`src/design/strobe_processor_pkg.sv`:
```
package strobe_processor_pkg;
  localparam int MEM_DEPTH = 24;
  localparam logic [7:0] NOP_OPCODE = 8'hC0;
  localparam logic [7:0] PARAM_RESET = 8'h00;
  localparam logic [7:0] OP_COMPARE_WAIT = 8'hB8;
  localparam logic [7:0] OP_INTERRUPT = 8'hB9;
  localparam logic [7:0] OP_LABEL = 8'hBA;
  localparam logic [7:0] OP_REG_WAIT = 8'hBB;
  localparam logic [7:0] OP_RANDOM = 8'hBC;
  localparam logic [7:0] OP_INC_Y = 8'hBD;
  localparam logic [7:0] OP_DEC_Y = 8'hBE;
  localparam logic [7:0] OP_DEC_Z = 8'hBF;
  localparam logic [2:0] PFX_FIXED_WAIT = 3'h4;
  localparam logic [2:0] PFX_PROG_STROBE = 3'h6;
  localparam logic [2:0] PFX_IMM_STROBE = 3'h7;
  localparam logic [3:0] PFX_REPEAT = 4'hA;
  localparam logic [4:0] PFX_CAPPED_INC = 5'h16;
  localparam int INVERT_BIT = 3;
  localparam logic [5:0] FIXED_WAIT_ZERO_COUNT = 6'h20;
  // Strobe selectors that control the processor itself; other selectors, and run in a program strobe, go to the radio
  localparam logic [4:0] SEL_RUN = 5'h1E;
  localparam logic [4:0] SEL_HALT = 5'h1F;

  typedef enum logic [2:0] {
    ST_IDLE = 3'b000,
    ST_EXEC = 3'b001,
    ST_ISSUE = 3'b011,
    ST_WAIT_OVF = 3'b010,
    ST_WAIT_X = 3'b110,
    ST_WAIT_CMP = 3'b111
  } run_state_e;
endpackage

```
`src/design/instruction_store.sv`:
```
`timescale 1ns/1ps
`default_nettype none
module instruction_store #(
  parameter int DEPTH = 24,
  parameter int WIDTH = 8,
  parameter logic [WIDTH-1:0] FILL = '0,
  parameter int AW = $clog2(DEPTH)
) (
  input wire logic clk,
  input wire logic rst_n,
  input wire logic wr_en,
  input wire logic [AW-1:0] wr_addr,
  input wire logic [WIDTH-1:0] wr_data,
  input wire logic clr,
  input wire logic [AW-1:0] rd_addr,
  output logic [WIDTH-1:0] rd_data
);
  logic [DEPTH-1:0][WIDTH-1:0] mem;
  logic [DEPTH-1:0][WIDTH-1:0] next_mem;

  genvar i;
  generate
    for (i = 0; i < DEPTH; i++) begin : g_cell
      // Clear beats a write in the same cycle
      assign next_mem[i] = clr ? FILL :
                           (wr_en && (wr_addr == AW'(i))) ? wr_data : mem[i];
    end
  endgenerate

  always_ff @(posedge clk) begin
    if (!rst_n) begin
      mem <= {DEPTH{FILL}};
    end else begin
      mem <= next_mem;
    end
  end

  // Out-of-range index reads as fill rather than unknown
  assign rd_data = (32'(rd_addr) < DEPTH) ? mem[rd_addr] : FILL;
endmodule
`default_nettype wire

```
`src/design/radio_strobe_coprocessor.sv`:
```
`timescale 1ns/1ps
`default_nettype none
module radio_strobe_coprocessor #(
  parameter int MEM_DEPTH = strobe_processor_pkg::MEM_DEPTH
) (
  input wire logic clk,
  input wire logic rst_n,
  input wire logic port_wr,
  input wire logic [7:0] port_wdata,
  output logic [7:0] port_rdata,
  input wire logic x_wr,
  input wire logic [7:0] x_wdata,
  input wire logic y_wr,
  input wire logic [7:0] y_wdata,
  input wire logic z_wr,
  input wire logic [7:0] z_wdata,
  input wire logic cnt_wr,
  input wire logic [7:0] cnt_wdata,
  output logic [7:0] param_x,
  output logic [7:0] param_y,
  output logic [7:0] param_z,
  output logic [7:0] overflow_countdown,
  input wire logic mac_overflow,
  input wire logic timer_at_compare,
  input wire logic [7:0] condition_in,
  input wire logic [7:0] random_in,
  output logic strobe_valid,
  output logic [4:0] strobe_sel,
  input wire logic strobe_ready,
  output logic running,
  output logic halt_flag,
  output logic wait_done_flag,
  output logic program_interrupt_flag
);
  localparam int AW = $clog2(MEM_DEPTH);
  localparam logic [AW:0] ONE_W = (AW+1)'(1);
  localparam logic [AW:0] DEPTH_W = (AW+1)'(MEM_DEPTH);
  localparam logic [AW-1:0] ADDR_ZERO = '0;

  strobe_processor_pkg::run_state_e state, next_state;
  logic [AW-1:0] pc, next_pc;
  logic [AW-1:0] wptr, next_wptr;
  logic [AW-1:0] label, next_label;
  logic [7:0] next_x, next_y, next_z, next_cnt;
  logic [5:0] wait_cnt, next_wait_cnt;
  logic autodec, next_autodec;
  logic imm_pend, next_imm_pend;
  logic [4:0] imm_sel, next_imm_sel;
  logic [4:0] prog_sel, next_prog_sel;
  logic [7:0] next_rdata;
  logic next_halt, next_wdone, next_pint;
  logic mem_wr, mem_clr;
  logic [7:0] instruction_field;
  logic [AW:0] pc_inc;

  assign pc_inc = {1'b0, pc} + ONE_W;

  instruction_store #(
    .DEPTH(MEM_DEPTH),
    .WIDTH(8),
    .FILL(strobe_processor_pkg::NOP_OPCODE),
    .AW(AW)
  ) u_store (
    .clk(clk),
    .rst_n(rst_n),
    .wr_en(mem_wr),
    .wr_addr(wptr),
    .wr_data(port_wdata),
    .clr(mem_clr),
    .rd_addr(pc),
    .rd_data(instruction_field)
  );

  always_comb begin
    logic cond_true;
    logic do_move;
    logic from_skip;
    logic stop_end;
    logic stop_halt;
    logic [AW:0] target;
    logic [7:0] y_plus;
    logic [7:0] cap;
    logic [7:0] mask;
    cond_true = condition_in[instruction_field[2:0]] ^ instruction_field[strobe_processor_pkg::INVERT_BIT];
    do_move = 1'b0;
    from_skip = 1'b0;
    stop_end = 1'b0;
    stop_halt = 1'b0;
    target = pc_inc;
    y_plus = param_y + 8'h01;
    cap = {5'h00, instruction_field[2:0]};
    mask = 8'((9'h001 << param_y[3:0]) - 9'h001);
    next_state = state;
    next_pc = pc;
    next_wptr = wptr;
    next_label = label;
    next_x = param_x;
    next_y = param_y;
    next_z = param_z;
    next_cnt = overflow_countdown;
    next_wait_cnt = wait_cnt;
    next_autodec = autodec;
    next_imm_pend = imm_pend && !strobe_ready;
    next_imm_sel = imm_sel;
    next_prog_sel = prog_sel;
    next_halt = 1'b0;
    next_wdone = 1'b0;
    next_pint = 1'b0;
    mem_wr = 1'b0;
    mem_clr = 1'b0;

    if (x_wr) begin
      next_x = x_wdata;
      next_autodec = 1'b0;
    end
    if (y_wr) begin
      next_y = y_wdata;
    end
    if (z_wr) begin
      next_z = z_wdata;
    end
    if (cnt_wr) begin
      next_cnt = cnt_wdata;
    end

    if (state != strobe_processor_pkg::ST_IDLE) begin
      if (mac_overflow && overflow_countdown != 8'h00) begin
        next_cnt = overflow_countdown - 8'h01;
      end
      // Stale-X hazard: X keeps counting overflows until software rewrites it or the random instruction loads it
      if (autodec && mac_overflow && state != strobe_processor_pkg::ST_WAIT_X) begin
        next_x = param_x - 8'h01;
      end
    end

    if (state != strobe_processor_pkg::ST_IDLE && overflow_countdown == 8'h00) begin
      stop_end = 1'b1;
    end else if (!imm_pend) begin
      unique case (state)
        strobe_processor_pkg::ST_IDLE: begin
        end
        strobe_processor_pkg::ST_EXEC: begin
          if (!instruction_field[7]) begin
            do_move = 1'b1;
            if (cond_true) begin
              target = pc_inc + {{(AW-2){1'b0}}, instruction_field[6:4]};
              from_skip = 1'b1;
            end
          end else if (instruction_field[7:5] == strobe_processor_pkg::PFX_PROG_STROBE) begin
            if (instruction_field[4:0] == strobe_processor_pkg::SEL_HALT) begin
              stop_halt = 1'b1;
            end else begin
              next_prog_sel = instruction_field[4:0];
              next_state = strobe_processor_pkg::ST_ISSUE;
            end
          end else if (instruction_field[7:5] == strobe_processor_pkg::PFX_FIXED_WAIT) begin
            next_wait_cnt = (instruction_field[4:0] == 5'h00) ?
                            strobe_processor_pkg::FIXED_WAIT_ZERO_COUNT :
                            {1'b0, instruction_field[4:0]};
            next_autodec = 1'b1;
            next_state = strobe_processor_pkg::ST_WAIT_OVF;
          end else if (instruction_field[7:4] == strobe_processor_pkg::PFX_REPEAT) begin
            do_move = 1'b1;
            if (cond_true) begin
              target = {1'b0, label};
            end
          end else if (instruction_field[7:3] == strobe_processor_pkg::PFX_CAPPED_INC) begin
            do_move = 1'b1;
            next_y = (param_y == 8'hFF || y_plus >= cap) ? cap : y_plus;
          end else begin
            do_move = 1'b1;
            unique case (instruction_field)
              strobe_processor_pkg::OP_COMPARE_WAIT: begin
                do_move = 1'b0;
                next_autodec = 1'b1;
                next_state = strobe_processor_pkg::ST_WAIT_CMP;
              end
              strobe_processor_pkg::OP_REG_WAIT: begin
                if (param_x != 8'h00) begin
                  do_move = 1'b0;
                  next_state = strobe_processor_pkg::ST_WAIT_X;
                end else begin
                  next_wdone = 1'b1;
                end
              end
              strobe_processor_pkg::OP_LABEL: begin
                // Loop start on the last location points at itself
                next_label = (pc_inc >= DEPTH_W) ? pc : pc_inc[AW-1:0];
              end
              strobe_processor_pkg::OP_INTERRUPT: begin
                next_pint = 1'b1;
              end
              strobe_processor_pkg::OP_INC_Y: begin
                next_y = y_plus;
              end
              strobe_processor_pkg::OP_DEC_Y: begin
                next_y = param_y - 8'h01;
              end
              strobe_processor_pkg::OP_DEC_Z: begin
                next_z = param_z - 8'h01;
              end
              strobe_processor_pkg::OP_RANDOM: begin
                next_autodec = 1'b0;
                if (param_y == 8'h00 || param_y > 8'h08) begin
                  next_x = random_in;
                end else begin
                  next_x = random_in & mask;
                end
              end
              default: begin
                // Stray immediate codes and anything else fall through as no-operation
              end
            endcase
          end
        end
        strobe_processor_pkg::ST_ISSUE: begin
          if (strobe_ready) begin
            do_move = 1'b1;
          end
        end
        strobe_processor_pkg::ST_WAIT_OVF: begin
          if (mac_overflow) begin
            if (wait_cnt == 6'h01) begin
              do_move = 1'b1;
              next_wdone = 1'b1;
            end else begin
              next_wait_cnt = wait_cnt - 6'h01;
            end
          end
        end
        strobe_processor_pkg::ST_WAIT_X: begin
          if (mac_overflow) begin
            next_x = param_x - 8'h01;
            if (param_x == 8'h01) begin
              do_move = 1'b1;
              next_wdone = 1'b1;
            end
          end
        end
        strobe_processor_pkg::ST_WAIT_CMP: begin
          if (timer_at_compare) begin
            do_move = 1'b1;
          end
        end
        default: begin
          next_state = strobe_processor_pkg::ST_IDLE;
        end
      endcase
    end

    if (do_move) begin
      if (target >= DEPTH_W) begin
        next_state = strobe_processor_pkg::ST_IDLE;
        next_halt = !from_skip;
      end else begin
        next_pc = target[AW-1:0];
        next_state = strobe_processor_pkg::ST_EXEC;
      end
    end
    if (stop_end) begin
      // Program stays in memory for a rerun
      next_state = strobe_processor_pkg::ST_IDLE;
      next_halt = 1'b1;
    end
    if (stop_halt) begin
      next_state = strobe_processor_pkg::ST_IDLE;
      next_wptr = ADDR_ZERO;
      mem_clr = 1'b1;
      next_halt = 1'b1;
    end

    // Host port has the last word: immediate control beats program progress
    if (port_wr && port_wdata[7:5] == strobe_processor_pkg::PFX_IMM_STROBE) begin
      if (port_wdata[4:0] == strobe_processor_pkg::SEL_RUN) begin
        if (state == strobe_processor_pkg::ST_IDLE) begin
          next_state = strobe_processor_pkg::ST_EXEC;
          next_pc = ADDR_ZERO;
        end
      end else if (port_wdata[4:0] == strobe_processor_pkg::SEL_HALT) begin
        next_state = strobe_processor_pkg::ST_IDLE;
        next_wptr = ADDR_ZERO;
        mem_clr = 1'b1;
        next_halt = (state != strobe_processor_pkg::ST_IDLE);
      end else begin
        next_imm_pend = 1'b1;
        next_imm_sel = port_wdata[4:0];
      end
    end else if (port_wr) begin
      mem_wr = 1'b1;
      if (wptr != MEM_DEPTH[AW-1:0] - 1'b1) begin
        next_wptr = wptr + 1'b1;
      end
    end

    if (next_imm_pend || next_state == strobe_processor_pkg::ST_IDLE) begin
      next_rdata = strobe_processor_pkg::NOP_OPCODE;
    end else begin
      next_rdata = instruction_field;
    end
  end

  // Single clock domain; all sequencing runs at this rate
  always_ff @(posedge clk) begin
    if (!rst_n) begin
      state <= strobe_processor_pkg::ST_IDLE;
      pc <= ADDR_ZERO;
      wptr <= ADDR_ZERO;
      label <= ADDR_ZERO;
      param_x <= strobe_processor_pkg::PARAM_RESET;
      param_y <= strobe_processor_pkg::PARAM_RESET;
      param_z <= strobe_processor_pkg::PARAM_RESET;
      overflow_countdown <= strobe_processor_pkg::PARAM_RESET;
      wait_cnt <= 6'h00;
      autodec <= 1'b0;
      imm_pend <= 1'b0;
      imm_sel <= 5'h00;
      prog_sel <= 5'h00;
      port_rdata <= strobe_processor_pkg::NOP_OPCODE;
      halt_flag <= 1'b0;
      wait_done_flag <= 1'b0;
      program_interrupt_flag <= 1'b0;
    end else begin
      state <= next_state;
      pc <= next_pc;
      wptr <= next_wptr;
      label <= next_label;
      param_x <= next_x;
      param_y <= next_y;
      param_z <= next_z;
      overflow_countdown <= next_cnt;
      wait_cnt <= next_wait_cnt;
      autodec <= next_autodec;
      imm_pend <= next_imm_pend;
      imm_sel <= next_imm_sel;
      prog_sel <= next_prog_sel;
      port_rdata <= next_rdata;
      halt_flag <= next_halt;
      wait_done_flag <= next_wdone;
      program_interrupt_flag <= next_pint;
    end
  end

  // Immediate strobe takes the radio port ahead of a pending program strobe
  assign strobe_valid = imm_pend || (state == strobe_processor_pkg::ST_ISSUE);
  assign strobe_sel = imm_pend ? imm_sel : prog_sel;
  assign running = (state != strobe_processor_pkg::ST_IDLE);
endmodule
`default_nettype wire

```
`config.mk`:
```
export PLATFORM = sky130hd
export DESIGN_NAME = radio_strobe_coprocessor
export DESIGN_NICKNAME = d
export VERILOG_FILES = /design/src/design/strobe_processor_pkg.sv /design/src/design/instruction_store.sv /design/src/design/radio_strobe_coprocessor.sv
export SDC_FILE = /design/constraint.sdc
export NUM_CORES = 1
export LEC_CHECK = 0
export BUFFER_PORTS_ARGS = -buffer_cell sky130_fd_sc_hd__buf_2
export CORE_ASPECT_RATIO = 0.6
export CORE_MARGIN = 3
export CORE_UTILIZATION = 30
export CTS_CLUSTER_SIZE = 24
export DETAILED_ROUTE_END_ITERATION = 7
export SLEW_MARGIN = 25
export SYNTH_ARGS = -nofsm -noshare
export SYNTH_HDL_FRONTEND = slang
export SYNTH_HIERARCHICAL = 1
export SYNTH_SLANG_ARGS = --single-unit
```
`constraint.sdc`:
```
create_clock -name clk -period 4.38 [get_ports clk]
set_clock_uncertainty 0.1 [all_clocks]
set_input_delay 0.657 -clock clk [delete_from_list [all_inputs] [get_ports clk]]
set_output_delay 0.657 -clock clk [all_outputs]
set_load 0.05 [all_outputs]
```
==> impl.org, run 1 <==
** STA
- Period utilization :: 0.949
- Max Fclk :: 241 MHz
- Setup total negative slack on the finished layout was measured at 0 ps.
- Final hold violations :: 0
- Fin crit period :: 4160 ps
- Setup repair after global routing missed its margin :: no
- Hold timing on the final database bottoms out at a slack of 283 ps.
- Transition time at the pin with the least slew margin :: 854 ps
- Final setup vio count :: 0
- The total count of max-transition violations in the final report was 0.
- Worst max-slew margin expressed relative to the limit :: 0.422

** Power and ir drop
- For this design the static power due to leakage is around 6.4 nW.
- Power spread over the standard cell area amounts to 318 nW/um^2.
- Highest ir drop seen on vdd :: 0.265 mV

** Route
- The detailed router finished its first iteration with 1,741 violations.
- Remaining DRCs :: 0
- Total routed wirelength :: between 50,000 and 60,000 um
- Before antenna repair, the detailed router went through 6 iterations.
- The detail route stage leaves a number of antenna-violating nets equal to 0.
- DR WL/cell :: ~20 um
- After detailed routing, the number of vias per cell comes to 5.58.
- Via count :: 14,100

** Synth
- In this run the cell area of the synthesized design comes to 14,500 um^2.
- The share of synthesized area in the top cell type comes to 0.373.
- Leading cell types by total area after synthesis :: dfxtp_1, mux2i_1, nand2_1
- Count of mapped cells out of synthesis :: 1,751
- The synthesized design contains 271 register bits.
- In this run the mean area of a mapped cell was between 8 and 9 um^2.
- Yosys mapped a number of flops with a built-in enable equal to 0.
- Most used DFF post-synth :: dfxtp_1
- When the netlist entered floorplanning its net count stood at 1,845.
- Library cell occupying the most area in the post-synthesis netlist :: dfxtp_1
- In this run, distinct cell masters in the synthesized netlist total just under 90.
- Post-synth ARST share :: 0
- The Yosys step of the flow raised 6 warnings.
- For this run, the register share of the synthesized area comes to 0.373.

** Place
- Once detailed placement completed, the half-perimeter wirelength came to 37,200 um.
- GP Congestion :: 0.928
- Once placement completed, the tool counted placed cells totaling approximately 2,500.
- Port buffering added 115 buffers.

** Flow run
- Number of max-cap violations :: 0

** Worst setup path
- Critical-path cell list :: buf_12, mux4_2, mux2_2, nand2_1, nand3_1, buf_4, mux4_1, mux2i_4, xnor2_1, a31oi_1, a311o_1, a21o_4, buf_4, o31ai_1
- Together, buffers and inverters on the worst path number 3.
- Kind of cell adding the most delay to the critical path :: multiplexers
- Crit path kind :: reg -> reg
- The worst setup path is launched from a flop.
- In this run the worst path has a maximum fanout of 16.
- Worst path required time :: 4730 ps
- At the worst endpoint, the arrival time is about 4500 ps.
- Cell with the most instances on the worst path :: buf_4
- The slowest stage of the critical path belongs to the cell mux4_2.
- On the worst path, the slowest cell contributes a delay of 510 ps.
- Kind of end point of the critical path :: flop

** Floorplan
- Chip height :: 177 um
- The floorplan step defined a die boundary enclosing 51,200 um^2.
- Total I/O pin count :: 116
- The floorplan step set the die width to approximately 290 um.
- The initial utilization of the core area, before any placement, comes to 0.309.
- Placeable Area :: 47,100 um^2
- In this run the core area contains 61 standard-cell rows.

** Layout
- Final standard cell count with taps included and fillers excluded :: 2,521
- Signed area change from the synthesized netlist to the final layout :: 17.6%
- In the final layout, the share of cells above drive strength 1 is 0.183.
- The net count of the finished layout is 1,967.

** GRT
- Antenna violations before repair :: 2
- Summed over all layers, the global routing overflow is 0.
- Overall track demand over capacity in global routing :: 0.191
- The via count of the first global-routing pass was 13,000.
- Maximum number of pins on one net before global-route repair :: 49
- Wire length of the first global-routing pass :: about 78,000 um

** CTS
- H-tree levels :: 1
- Clock transition time at the flip-flop clock pins of the worst setup and hold paths :: 60 ps
- In this run the clock root is driven by a clkbuf_16.
- CTS saw 271 sinks.
- The later pin in the worst-skew pair is clocked with a latency of between 500 and 600 ps.
- The number of clock buffers added by TritonCTS is 27.
- # hold bufs at CTS :: 0
- CTS tree :: yes
- No sink is reached through more buffers than the 3 on the longest clock path.

** Outcome
- Outcome :: finished clean

** Worst hold path
- Worst min-delay path class :: in -> reg
-- final cells by class --
type	instances	area, um^2
fill	4833	30000
multi-input combinational	1316	8430
sequential	271	5430
timing repair buffer	224	1490
tap	630	788
clock buffer	37	773
inverter	33	124
clock inverter	9	61.3
antenna	1	2.50
-- final timing paths --
kind / startpoint / to / slack [ps] / cells after the start
setup reg to reg: pc[0] / pc[1] / 220 / 14
hold reg to reg: u_store/mem[37] / u_store/mem[37] / 360 / 2
hold / removal: cnt_wdata[0] / overflow_countdown[0] / 280 / 3
setup / recovery: pc[0] / pc[1] / 220 / 14
-- layer usage --
| layer | share of wire | routed length [um] | up-vias | global-route usage |
|---|---|---|---|---|
| met2 | 0.38 | 19700 | 698 | 0.249 |
| met5 | 0 | 0 | - | 0 |
| met3 | 0.12 | 6060 | 53 | 0.0571 |
| met1 | 0.49 | 24800 | 6803 | 0.305 |
| met4 | 0.012 | 607 | 0 | 0.0268 |
| li1 | - | - | 6523 | - |
-- synthesized netlist by cell type, types with 13 or more instances --
cell and instances:
nor2b_1 36, nand2_1 255, dfxtp_1 271, inv_1 33
mux4_2 23, o21ai_0 105, nand2b_1 18, mux2i_1 115
buf_2 25, nand3_1 164, a31oi_1 14, o22ai_1 20
mux2_2 13, nor2_1 96, clkbuf_1 80, ha_1 27
and3_1 15, a21oi_1 151, and2_1 22, nor3_1 36
a22oi_1 14
-- tightest hold or removal path, delay by kind of cell --
| kind | cells | cell delay, ps |
|---|---|---|
| simple gates | 1 | 90 |
| buf+inv | 1 | 80 |
| compound gates | 1 | 70 |
-- logic make-up (layout without fill, tap and decap cells) --
group                      count (synthesis)  in the layout  share of synthesized area
and+or+nand+nor                          713            713                      0.239
AOI/OAI and AO/OA                        401            401                      0.171
DFF                                      271            271                      0.373
buffers and inverters                    164            303                     0.0500
muxes                                    154            154                      0.129
adders and majority gates                 28             28                     0.0246
xor gates and xnor gates                  20             20                     0.0133
other                                      0              1                          0
-- flip-flops by register name, summed over array words and instances, names as in the netlist, 3 cells and up --
| name | cells |
|---|---|
| imm_sel | 5 |
| u_store/mem | 192 |
| port_rdata | 8 |
| param_z | 8 |
| wptr | 5 |
| overflow_countdown | 8 |
| param_y | 8 |
| param_x | 8 |
| label | 5 |
| pc | 5 |
| prog_sel | 5 |
| state | 3 |
| wait_cnt | 6 |
-- cells in the final DEF, fill, tap and decap left out, types with 22 or more instances in the layout --
cell type and instances:
dfxtp_1 269, nand2_1 255, nand3_1 164, a21oi_1 151
mux2i_1 115, buf_2 115, o21ai_0 105, buf_4 102
nor2_1 95, nor3_1 35, inv_1 33, nor2b_1 33
ha_1 27, clkbuf_16 27, mux4_2 23, and2_1 22
-- power breakdown --
part / internal [mW] / total, mW / switching, mW
logic: 0.209 / 0.639 / 0.430
registers: 2.50 / 2.55 / 0.0532
clock network: 1.23 / 2.26 / 1.02
-- repair_timing --
action | CTS | global route
gates resized for setup | 0 | 2
endpoints found under the setup margin | 0 | 12
buffers inserted | 0 | 3
-- through the flow --
step | instance area, um^2 | utilization | worst slack (ps) | power [mW]
floorplan | 14500 | - | 405 | 2.99
global placement | 16200 | 0.344 | 233 | 3.22
detailed placement | 16200 | 0.344 | 180 | 3.22
CTS | 17000 | 0.362 | 153 | 5.48
global route | 17100 | 0.363 | 44.8 | 5.64
finish | 17100 | 0.363 | 223 | 5.44
Note: power is estimated with default switching activity, not from simulation.
==> run 2, diff against run 1 <==
Settings changed: CORE_UTILIZATION 30 to 55, PLACE_DENSITY set to 0.74.
==> run 2 against run 1 <==
  * First-iteration DRC count is 11% higher
  * Worst setup slack worse by 7.0 ps
  * Sequential power hardly changed
  * Wire length is 4.5% lower
  * Largest cell class unchanged
  * Cell count is 12% lower
  * Via count is 1.3% higher
  * Critical endpoint is now port_rdata[1]
  * Total power is 3.9% higher
  * Count of clock-buffer cells in the layout is 1 lower
  * Sequential cell count stayed put
  * Final area is 3.0% lower
==> impl.org, run 2 (same netlist as run 1, synthesis figures left out) <==
** CTS
- The total clock buffers created by CTS was 26 (was 27).
- CTS tree :: yes (unchanged)
- Clock tree root driver cell :: clkbuf_16 (unchanged)
- Number of clock sinks :: 271 (unchanged)
- H-tree levels :: 1 (unchanged)
- Clk_lat worst skew :: 570 ps (was 560 ps)
- The clock tree buffer depth came to 3 (unchanged).
- The clock-pin slew of the registers on the worst-case setup and hold paths is 70 ps (was 60 ps).

** Worst setup path
- The data arrival at the endpoint of the critical path came to 4510 ps (about the same).
- Kind of cell adding the most delay to the critical path :: compound AO/OA/AOI/OAI gates (was multiplexers)
- The endpoint kind of the worst setup timing path was a flop (unchanged).
- Critical-path cell list :: buf_4, mux4_2, mux2_2, nand2_1, nand3_1, buf_4, ha_1, a21oi_1, o22ai_2, a2bb2oi_1, nor3_1, a211o_1, o21ai_1, a221oi_4, and2_2 (was buf_12, mux4_2, mux2_2, nand2_1, nand3_1, buf_4, mux4_1, mux2i_4, xnor2_1, a31oi_1, a311o_1, a21o_4, buf_4, o31ai_1)
- The critical-path cell with the highest stage delay is mux4_2 (unchanged).
- The buffering stage count on the worst path with inverters included came to 2 (was 3).
- The critical path launch point type is a flop (unchanged).
- The biggest cell delay along the critical path came to 510 ps (about the same).
- Cell with the most instances on the worst path :: buf_4 (unchanged)
- The classification of the worst setup path is reg -> reg (unchanged).
- The highest fanout seen on the critical path is 8 (was 16).
- The worst endpoint required time is 4730 ps (about the same).

** Floorplan
- X dimension of the die :: 216 um (was 290 um)
- Total I/O pin count :: 116 (unchanged)
- The die area was 28,500 um^2 (was 51,200 um^2).
- The number of cell rows was 45 (was 61).
- The core area was 25,600 um^2 (was 47,100 um^2).
- Chip height :: 132 um (was 177 um)
- Initial standard-cell utilization of the core :: 0.568 (was 0.309)

** Power and ir drop
- Highest ir drop seen on vdd :: 0.377 mV (was 0.265 mV)
- Leakage power :: 6.27 nW (was 6.40 nW)
- Total power :: 5.66 mW (was 5.44 mW)
- PwrDens :: 341 nW/um^2 (was 318 nW/um^2)

** Place
- The total half-perimeter wirelength after legalization and detailed placement came to 35,200 um (was 37,200 um).
- The number of port buffers was 115 (unchanged).
- The weighted congestion reported at the end of routability-driven placement came to 1.03 (was 0.928).

** Layout
- The layout net count came to 1,931 (was 1,967).
- Diode count :: 0 (was 1)
- The synthesis-to-finish area growth is 14.1% (was 17.6%).
- Largest Register :: u_store/mem (unchanged)
- The number of flip-flops under the largest register name came to 192 (unchanged).
- Most frequent cells in the layout :: dfxtp_1, nand2_1, nand3_1 (unchanged)
- The share of post-route cells with drive strength above 1 came to 0.170 (was 0.183).
- The most frequent standard cell in the layout excluding fill and tap cells is dfxtp_1 (unchanged).

** STA
- Period utilization :: 0.951 (was 0.949)
- Setup repair after global routing missed its margin: no (unchanged).
- The time the worst path needs with I/O delays and setup came to 4160 ps (about the same).
- Final hold violations :: 0 (unchanged)
- Transition time at the pin with the least slew margin :: 765 ps (was 854 ps)
- The upper clock frequency limit came to 240 MHz (was 241 MHz).
- The worst slew margin relative to its limit is 0.488 (was 0.422).
- Final slew viol count :: 0 (unchanged)
- Summed negative setup slack over all endpoints :: 0 ps (unchanged)
- Final setup vio count :: 0 (unchanged)

** Route
- The total iterations of the first detailed-routing run was 6 (unchanged).
- The overall via count from detail_route was 14,300 (was 14,100).
- The antenna violation net count after detailed routing is 0 (unchanged).
- The starting DRC count in detailed routing is 1,937 (was 1,741).
- The routed wire length per instance was 22.1 um (was 20.3 um).
- Post-DR vias/cell :: 6.46 (was 5.58)
- The number of remaining DRC errors was 0 (unchanged).
- Total routed wirelength :: 48,900 um (was 51,200 um)

** GRT
- Antenna violations before repair :: 0 (was 2)
- The wire length of the first global-routing pass was 75,100 um (was 77,900 um).
- Global route overflow :: 0 (unchanged)
- The overall fraction of global-route tracks in use came to 0.330 (was 0.191).
- The via count of the first global-routing pass was 12,700 (was 13,000).
- The maximum number of pins on one net before global-route repair was 49 (unchanged).

** Worst hold path
- The path type of the worst min-delay path was in -> reg (unchanged).

** Outcome
- Outcome :: finished clean (unchanged)

** Flow run
- The max-capacitance violation count came to 0 (unchanged).
[run 2: cell types whose count changed in the layout (fill, tap and decap cells not counted), sizes merged]
cell	previous run	this run
buf	224	189
clkinvlp	2	3
bufinv	0	4
clkinv	5	4
inv	35	33
clkbuf	37	36
diode	1	0
[run 2: metrics by stage]
step / utilization / worst slack [ps] / cell area (um^2) / std cells / hold WS (ps)
final: 0.648 / 216 / 16600 / 2208 / 277
after floorplan: - / 405 / 14500 / 1751 / 333
after global routing: 0.648 / 31.1 / 16600 / 2208 / 297
after global placement: 0.610 / 238 / 15600 / 2160 / 342
after CTS: 0.647 / 99.0 / 16600 / 2207 / 255
after detailed placement: 0.610 / 149 / 15600 / 2160 / 346
[run 2: layer usage]
layer / wire length [um] / share of wire / global-route usage
met1: 22800 / 0.47 / 0.535
met2: 18400 / 0.38 / 0.412
met3: 7060 / 0.14 / 0.120
met4: 599 / 0.012 / 0.0499
met5: 0 / 0 / 0
[run 2: final cells by class]
| cell class | count | area [um^2] |
|---|---|---|
| Fill cell | 2190 | 9030 |
| Multi-Input combinational cell | 1316 | 8440 |
| Sequential cell | 271 | 5430 |
| Timing Repair Buffer | 189 | 1210 |
| Clock buffer | 36 | 758 |
| Tap cell | 352 | 440 |
| Clock inverter | 11 | 185 |
| Inverter | 33 | 124 |
[run 2: worst min-delay path, delay by kind of cell]
family / cells / cell delay (ps)
simple gates: 1 / 100
buf+inv: 1 / 80
compound gates: 1 / 70
[run 2: final timing paths]
path / endpoint / slack, ps / startpoint / cells past startpoint
hold / removal: overflow_countdown[3] / 280 / cnt_wdata[3] / 3
hold reg to reg: u_store/mem[45] / 360 / u_store/mem[45] / 2
setup reg to reg: port_rdata[1] / 220 / pc[0] / 15
setup / recovery: port_rdata[1] / 220 / pc[0] / 15
[run 2: where the power goes]
part,switching [mW],leakage (nW),total (mW),internal (mW)
combinational,0.421,3.62,0.625,0.205
clock,1.03,0.453,2.48,1.45
sequential,0.0529,2.20,2.55,2.50
[run 2: repair_timing]
action / 4_1_cts / 5_1_grt
resized for setup: 0 / 4
setup buffers: 0 / 1
endpoints found under the setup margin: 0 / 10
hold buffers: 0 / 0
==> run 3, diff against run 2 <==
Clock period 4.38 ns to 5.1 ns, I/O delays scaled along.
==> run 3 against run 2 <==
  * Fmax decreased by 11%
  * Sequential power decreased by 14%
  * Critical path depth decreased by 1
  * Hold slack improved by 77 ps
  * Critical path type unchanged
  * Count of clock-buffer cells in the layout increased by 4
  * Clock power decreased by 19%
  * Final area decreased by 2.2%
  * First-iteration DRC count increased by 6.0%
==> impl.org, run 3 (same netlist as run 1, synthesis figures left out) <==
** Place
- GP Congestion :: 1.01 (was 1.03)
- Area after detailed placement :: 15,400 um^2 (was 15,600 um^2)
- The number of port buffers was 115 (unchanged).
- The pre-CTS setup slack came to 270 ps (was 149 ps).
- HPWL after DPL :: 33,700 um (was 35,200 um)

** Route
- Remaining DRCs :: 0 (unchanged)
- The vias per cell was 6.47 (was 6.46).
- The routed wire length per instance came to 22.2 um (was 22.1 um).
- Via count :: 14,100 (was 14,300)
- Detailed Routing Iterations Pass 1 :: 6 (unchanged)
- The starting DRC count in detailed routing was 2,053 (was 1,937).
- Total routed wirelength :: 48,200 um (was 48,900 um)
- Count of nets left with antenna violations after detail routing :: 0 (unchanged)

** Layout
- The count of filler cells inserted in the layout was 2,222 (was 2,190).
- The most frequent standard cell in the layout excluding fill and tap cells is dfxtp_1 (unchanged).
- Ratio of cells with drive above 1 in the final layout :: 0.153 (was 0.170)
- Final standard cell area without fillers :: 16,200 um^2 (was 16,600 um^2)
- Most frequent cells in the layout :: dfxtp_1, nand2_1, nand3_1 (unchanged)
- Number of flip-flops under the largest register name :: 192 (unchanged)
- Count of nets after finishing :: 1,899 (was 1,931)
- Diode count :: 0 (unchanged)
- Area occupied by registers :: 5430 um^2 (about the same)
- Largest Register :: u_store/mem (unchanged)
- Signed area change from the synthesized netlist to the final layout :: 11.6% (was 14.1%)
- Multi-input gate area :: 8440 um^2 (about the same)

** CTS
- The clock tree buffer depth came to 3 (unchanged).
- CTS tree :: yes (unchanged)
- The number of clock sinks is 271 (unchanged).
- The CTS H-tree depth was 1 (unchanged).
- The clock-pin slew of the registers on the worst-case setup and hold paths was 70 ps (about the same).
- Clock tree root driver cell :: clkbuf_16 (unchanged)
- # hold bufs at CTS :: 0 (unchanged)
- Total clock buffers created by CTS :: 26 (unchanged)
- The source-to-sink clock delay at the later pin of the worst-skew pair came to 550 ps (was 570 ps).

** GRT
- The global-route congestion overflow total was 0 (unchanged).
- Wire length of the first global-routing pass :: 73,500 um (was 75,100 um)
- The via count of the first global-routing pass came to 12,500 (was 12,700).
- The overall fraction of global-route tracks in use is 0.323 (was 0.330).
- Maximum number of pins on one net before global-route repair :: 58 (was 49)
- The number of antenna violations at the first check in global routing came to 1 (was 0).

** Floorplan
- The vertical die dimension came to 132 um (unchanged).
- The number of placed I/O pins is 116 (unchanged).
- Initial standard-cell utilization of the core :: 0.568 (unchanged)
- The width of the die was 216 um (unchanged).
- Cell Rows :: 45 (unchanged)
- The core area was 25,600 um^2 (unchanged).
- The die area was 28,500 um^2 (unchanged).

** STA
- Setup repair after global routing missed its margin :: no (unchanged)
- The upper clock frequency limit is 213 MHz (was 240 MHz).
- The worst slew margin relative to its limit is 0.424 (was 0.488).
- The number of endpoints failing setup at the final stage came to 0 (unchanged).
- Period utilization :: 0.920 (was 0.951)
- The transition time at the pin with the least slew margin was 862 ps (was 765 ps).
- The time the worst path needs with I/O delays and setup is 4690 ps (was 4160 ps).
- Final hold violations :: 0 (unchanged)
- Summed negative setup slack over all endpoints :: 0 ps (unchanged)
- Final slew viol count :: 0 (unchanged)
- Final worst-path setup slack :: 406 ps (was 216 ps)

** Power and ir drop
- Leakage power :: 6.06 nW (was 6.27 nW)
- Switching power as a share of total power :: 0.266 (about the same)
- The worst voltage drop across the vdd grid was 0.211 mV (was 0.377 mV).
- PwrDens :: 291 nW/um^2 (was 341 nW/um^2)
- The combinational group share of total power came to 0.112 (was 0.111).
- The internal power consumption came to 3.47 mW (was 4.15 mW).
- The clock share of power was 0.425 (was 0.439).
- Register share of total power :: 0.463 (was 0.450)
- The reported net switching power was 1.25 mW (was 1.50 mW).

** Worst setup path
- The worst endpoint required time came to 5440 ps (was 4730 ps).
- The critical path launch point type was a flop (unchanged).
- The reg-to-reg critical path endpoint is param_y[1] (was port_rdata[1]).
- Crit path kind :: reg -> reg (unchanged)
- The endpoint kind of the worst setup timing path is a flop (unchanged).
- RR Startpoint :: pc[0] (unchanged)
- The depth of the worst register-to-register path came to 14 (was 15).
- The highest fanout seen on the critical path is 11 (was 8).
- The source of the critical timing path is pc[0] (unchanged).
- Worst setup endpoint :: param_y[1] (was port_rdata[1])
- The data arrival at the endpoint of the critical path was 5040 ps (was 4510 ps).
- The reg-to-reg setup timing slack is 410 ps (was 220 ps).

** Worst hold path
- The path type of the worst min-delay path is reg -> reg (was in -> reg).

** Flow run
- The max-capacitance violation count is 0 (unchanged).

** Outcome
- Outcome :: finished clean (unchanged)
## run 3: cell count changes in the layout (fill, tap and decap cells not counted), sizes merged
| cell | delta |
|---|---|
| buf | -32 |
| clkbuf | +4 |
| clkinvlp | -3 |
| bufinv | -2 |
| clkinv | -2 |
| inv | +1 |
## run 3: repair_timing
item                       4_1_cts  5_1_grt
hold endpoints to repair         0        0
gates resized for setup          0        1
setup buffers                    0        0
setup endpoints to repair        0       15
## run 3: routing by layer
| metal | global-route usage | wire length [um] |
|---|---|---|
| met3 | 0.0949 | 6400 |
| met5 | 0 | 13 |
| met2 | 0.409 | 18300 |
| met1 | 0.528 | 22700 |
| met4 | 0.0597 | 783 |
## run 3: worst min-delay path by stage
stage	from	end	slack (ps)	cells past startpoint
6_report	u_store/mem[67]	u_store/mem[67]	350	2
5_1_grt	u_store/mem[45]	u_store/mem[45]	370	2
4_1_cts	u_store/mem[42]	u_store/mem[42]	350	2
3_5_place_dp	u_store/mem[0]	u_store/mem[0]	340	2
3_3_place_gp	u_store/mem[69]	u_store/mem[69]	340	2
2_1_floorplan	u_store/mem[144]	u_store/mem[144]	330	2
## run 3: metrics by stage
step                 util  instances  hold slack (ps)  power, mW
floorplan               -       1751              333       2.57
global placement    0.599       2129              339       2.74
detailed placement  0.599       2129              345       2.74
CTS                 0.633       2174              355       4.71
global route        0.633       2174              367       4.84
finish              0.633       2174              354       4.72
## run 3: final cells by class
class,count,area share
flip-flops and latches,271,0.335
multi-input cells,1316,0.520
inverters,33,0.00764
clock inverters,5,0.00486
clock buffers,40,0.0484
well taps,352,0.0271
repair buffers,157,0.0572
## run 3: worst max-delay path, stage by stage, from the launching register on
cell and delay, ps:
dfxtp_2 600, buf_4 260, nor2b_1 580, a221oi_1 190, o21ai_0 110, nand3_1 350
ha_1 410, nand2b_1 140, a21o_1 180, a32o_1 200, a2111oi_1 750, and2_1 240
a21oi_1 50, o221a_2 250, o21a_1 180
## run 3: power by group through the flow
stage / sequential, mW / combinational, mW / clock, mW
floorplan: 2.27 / 0.299 / 0
global placement: 2.23 / 0.505 / 0
detailed placement: 2.23 / 0.510 / 0
CTS: 2.18 / 0.513 / 2.02
global route: 2.19 / 0.563 / 2.09
finish: 2.19 / 0.529 / 2.00
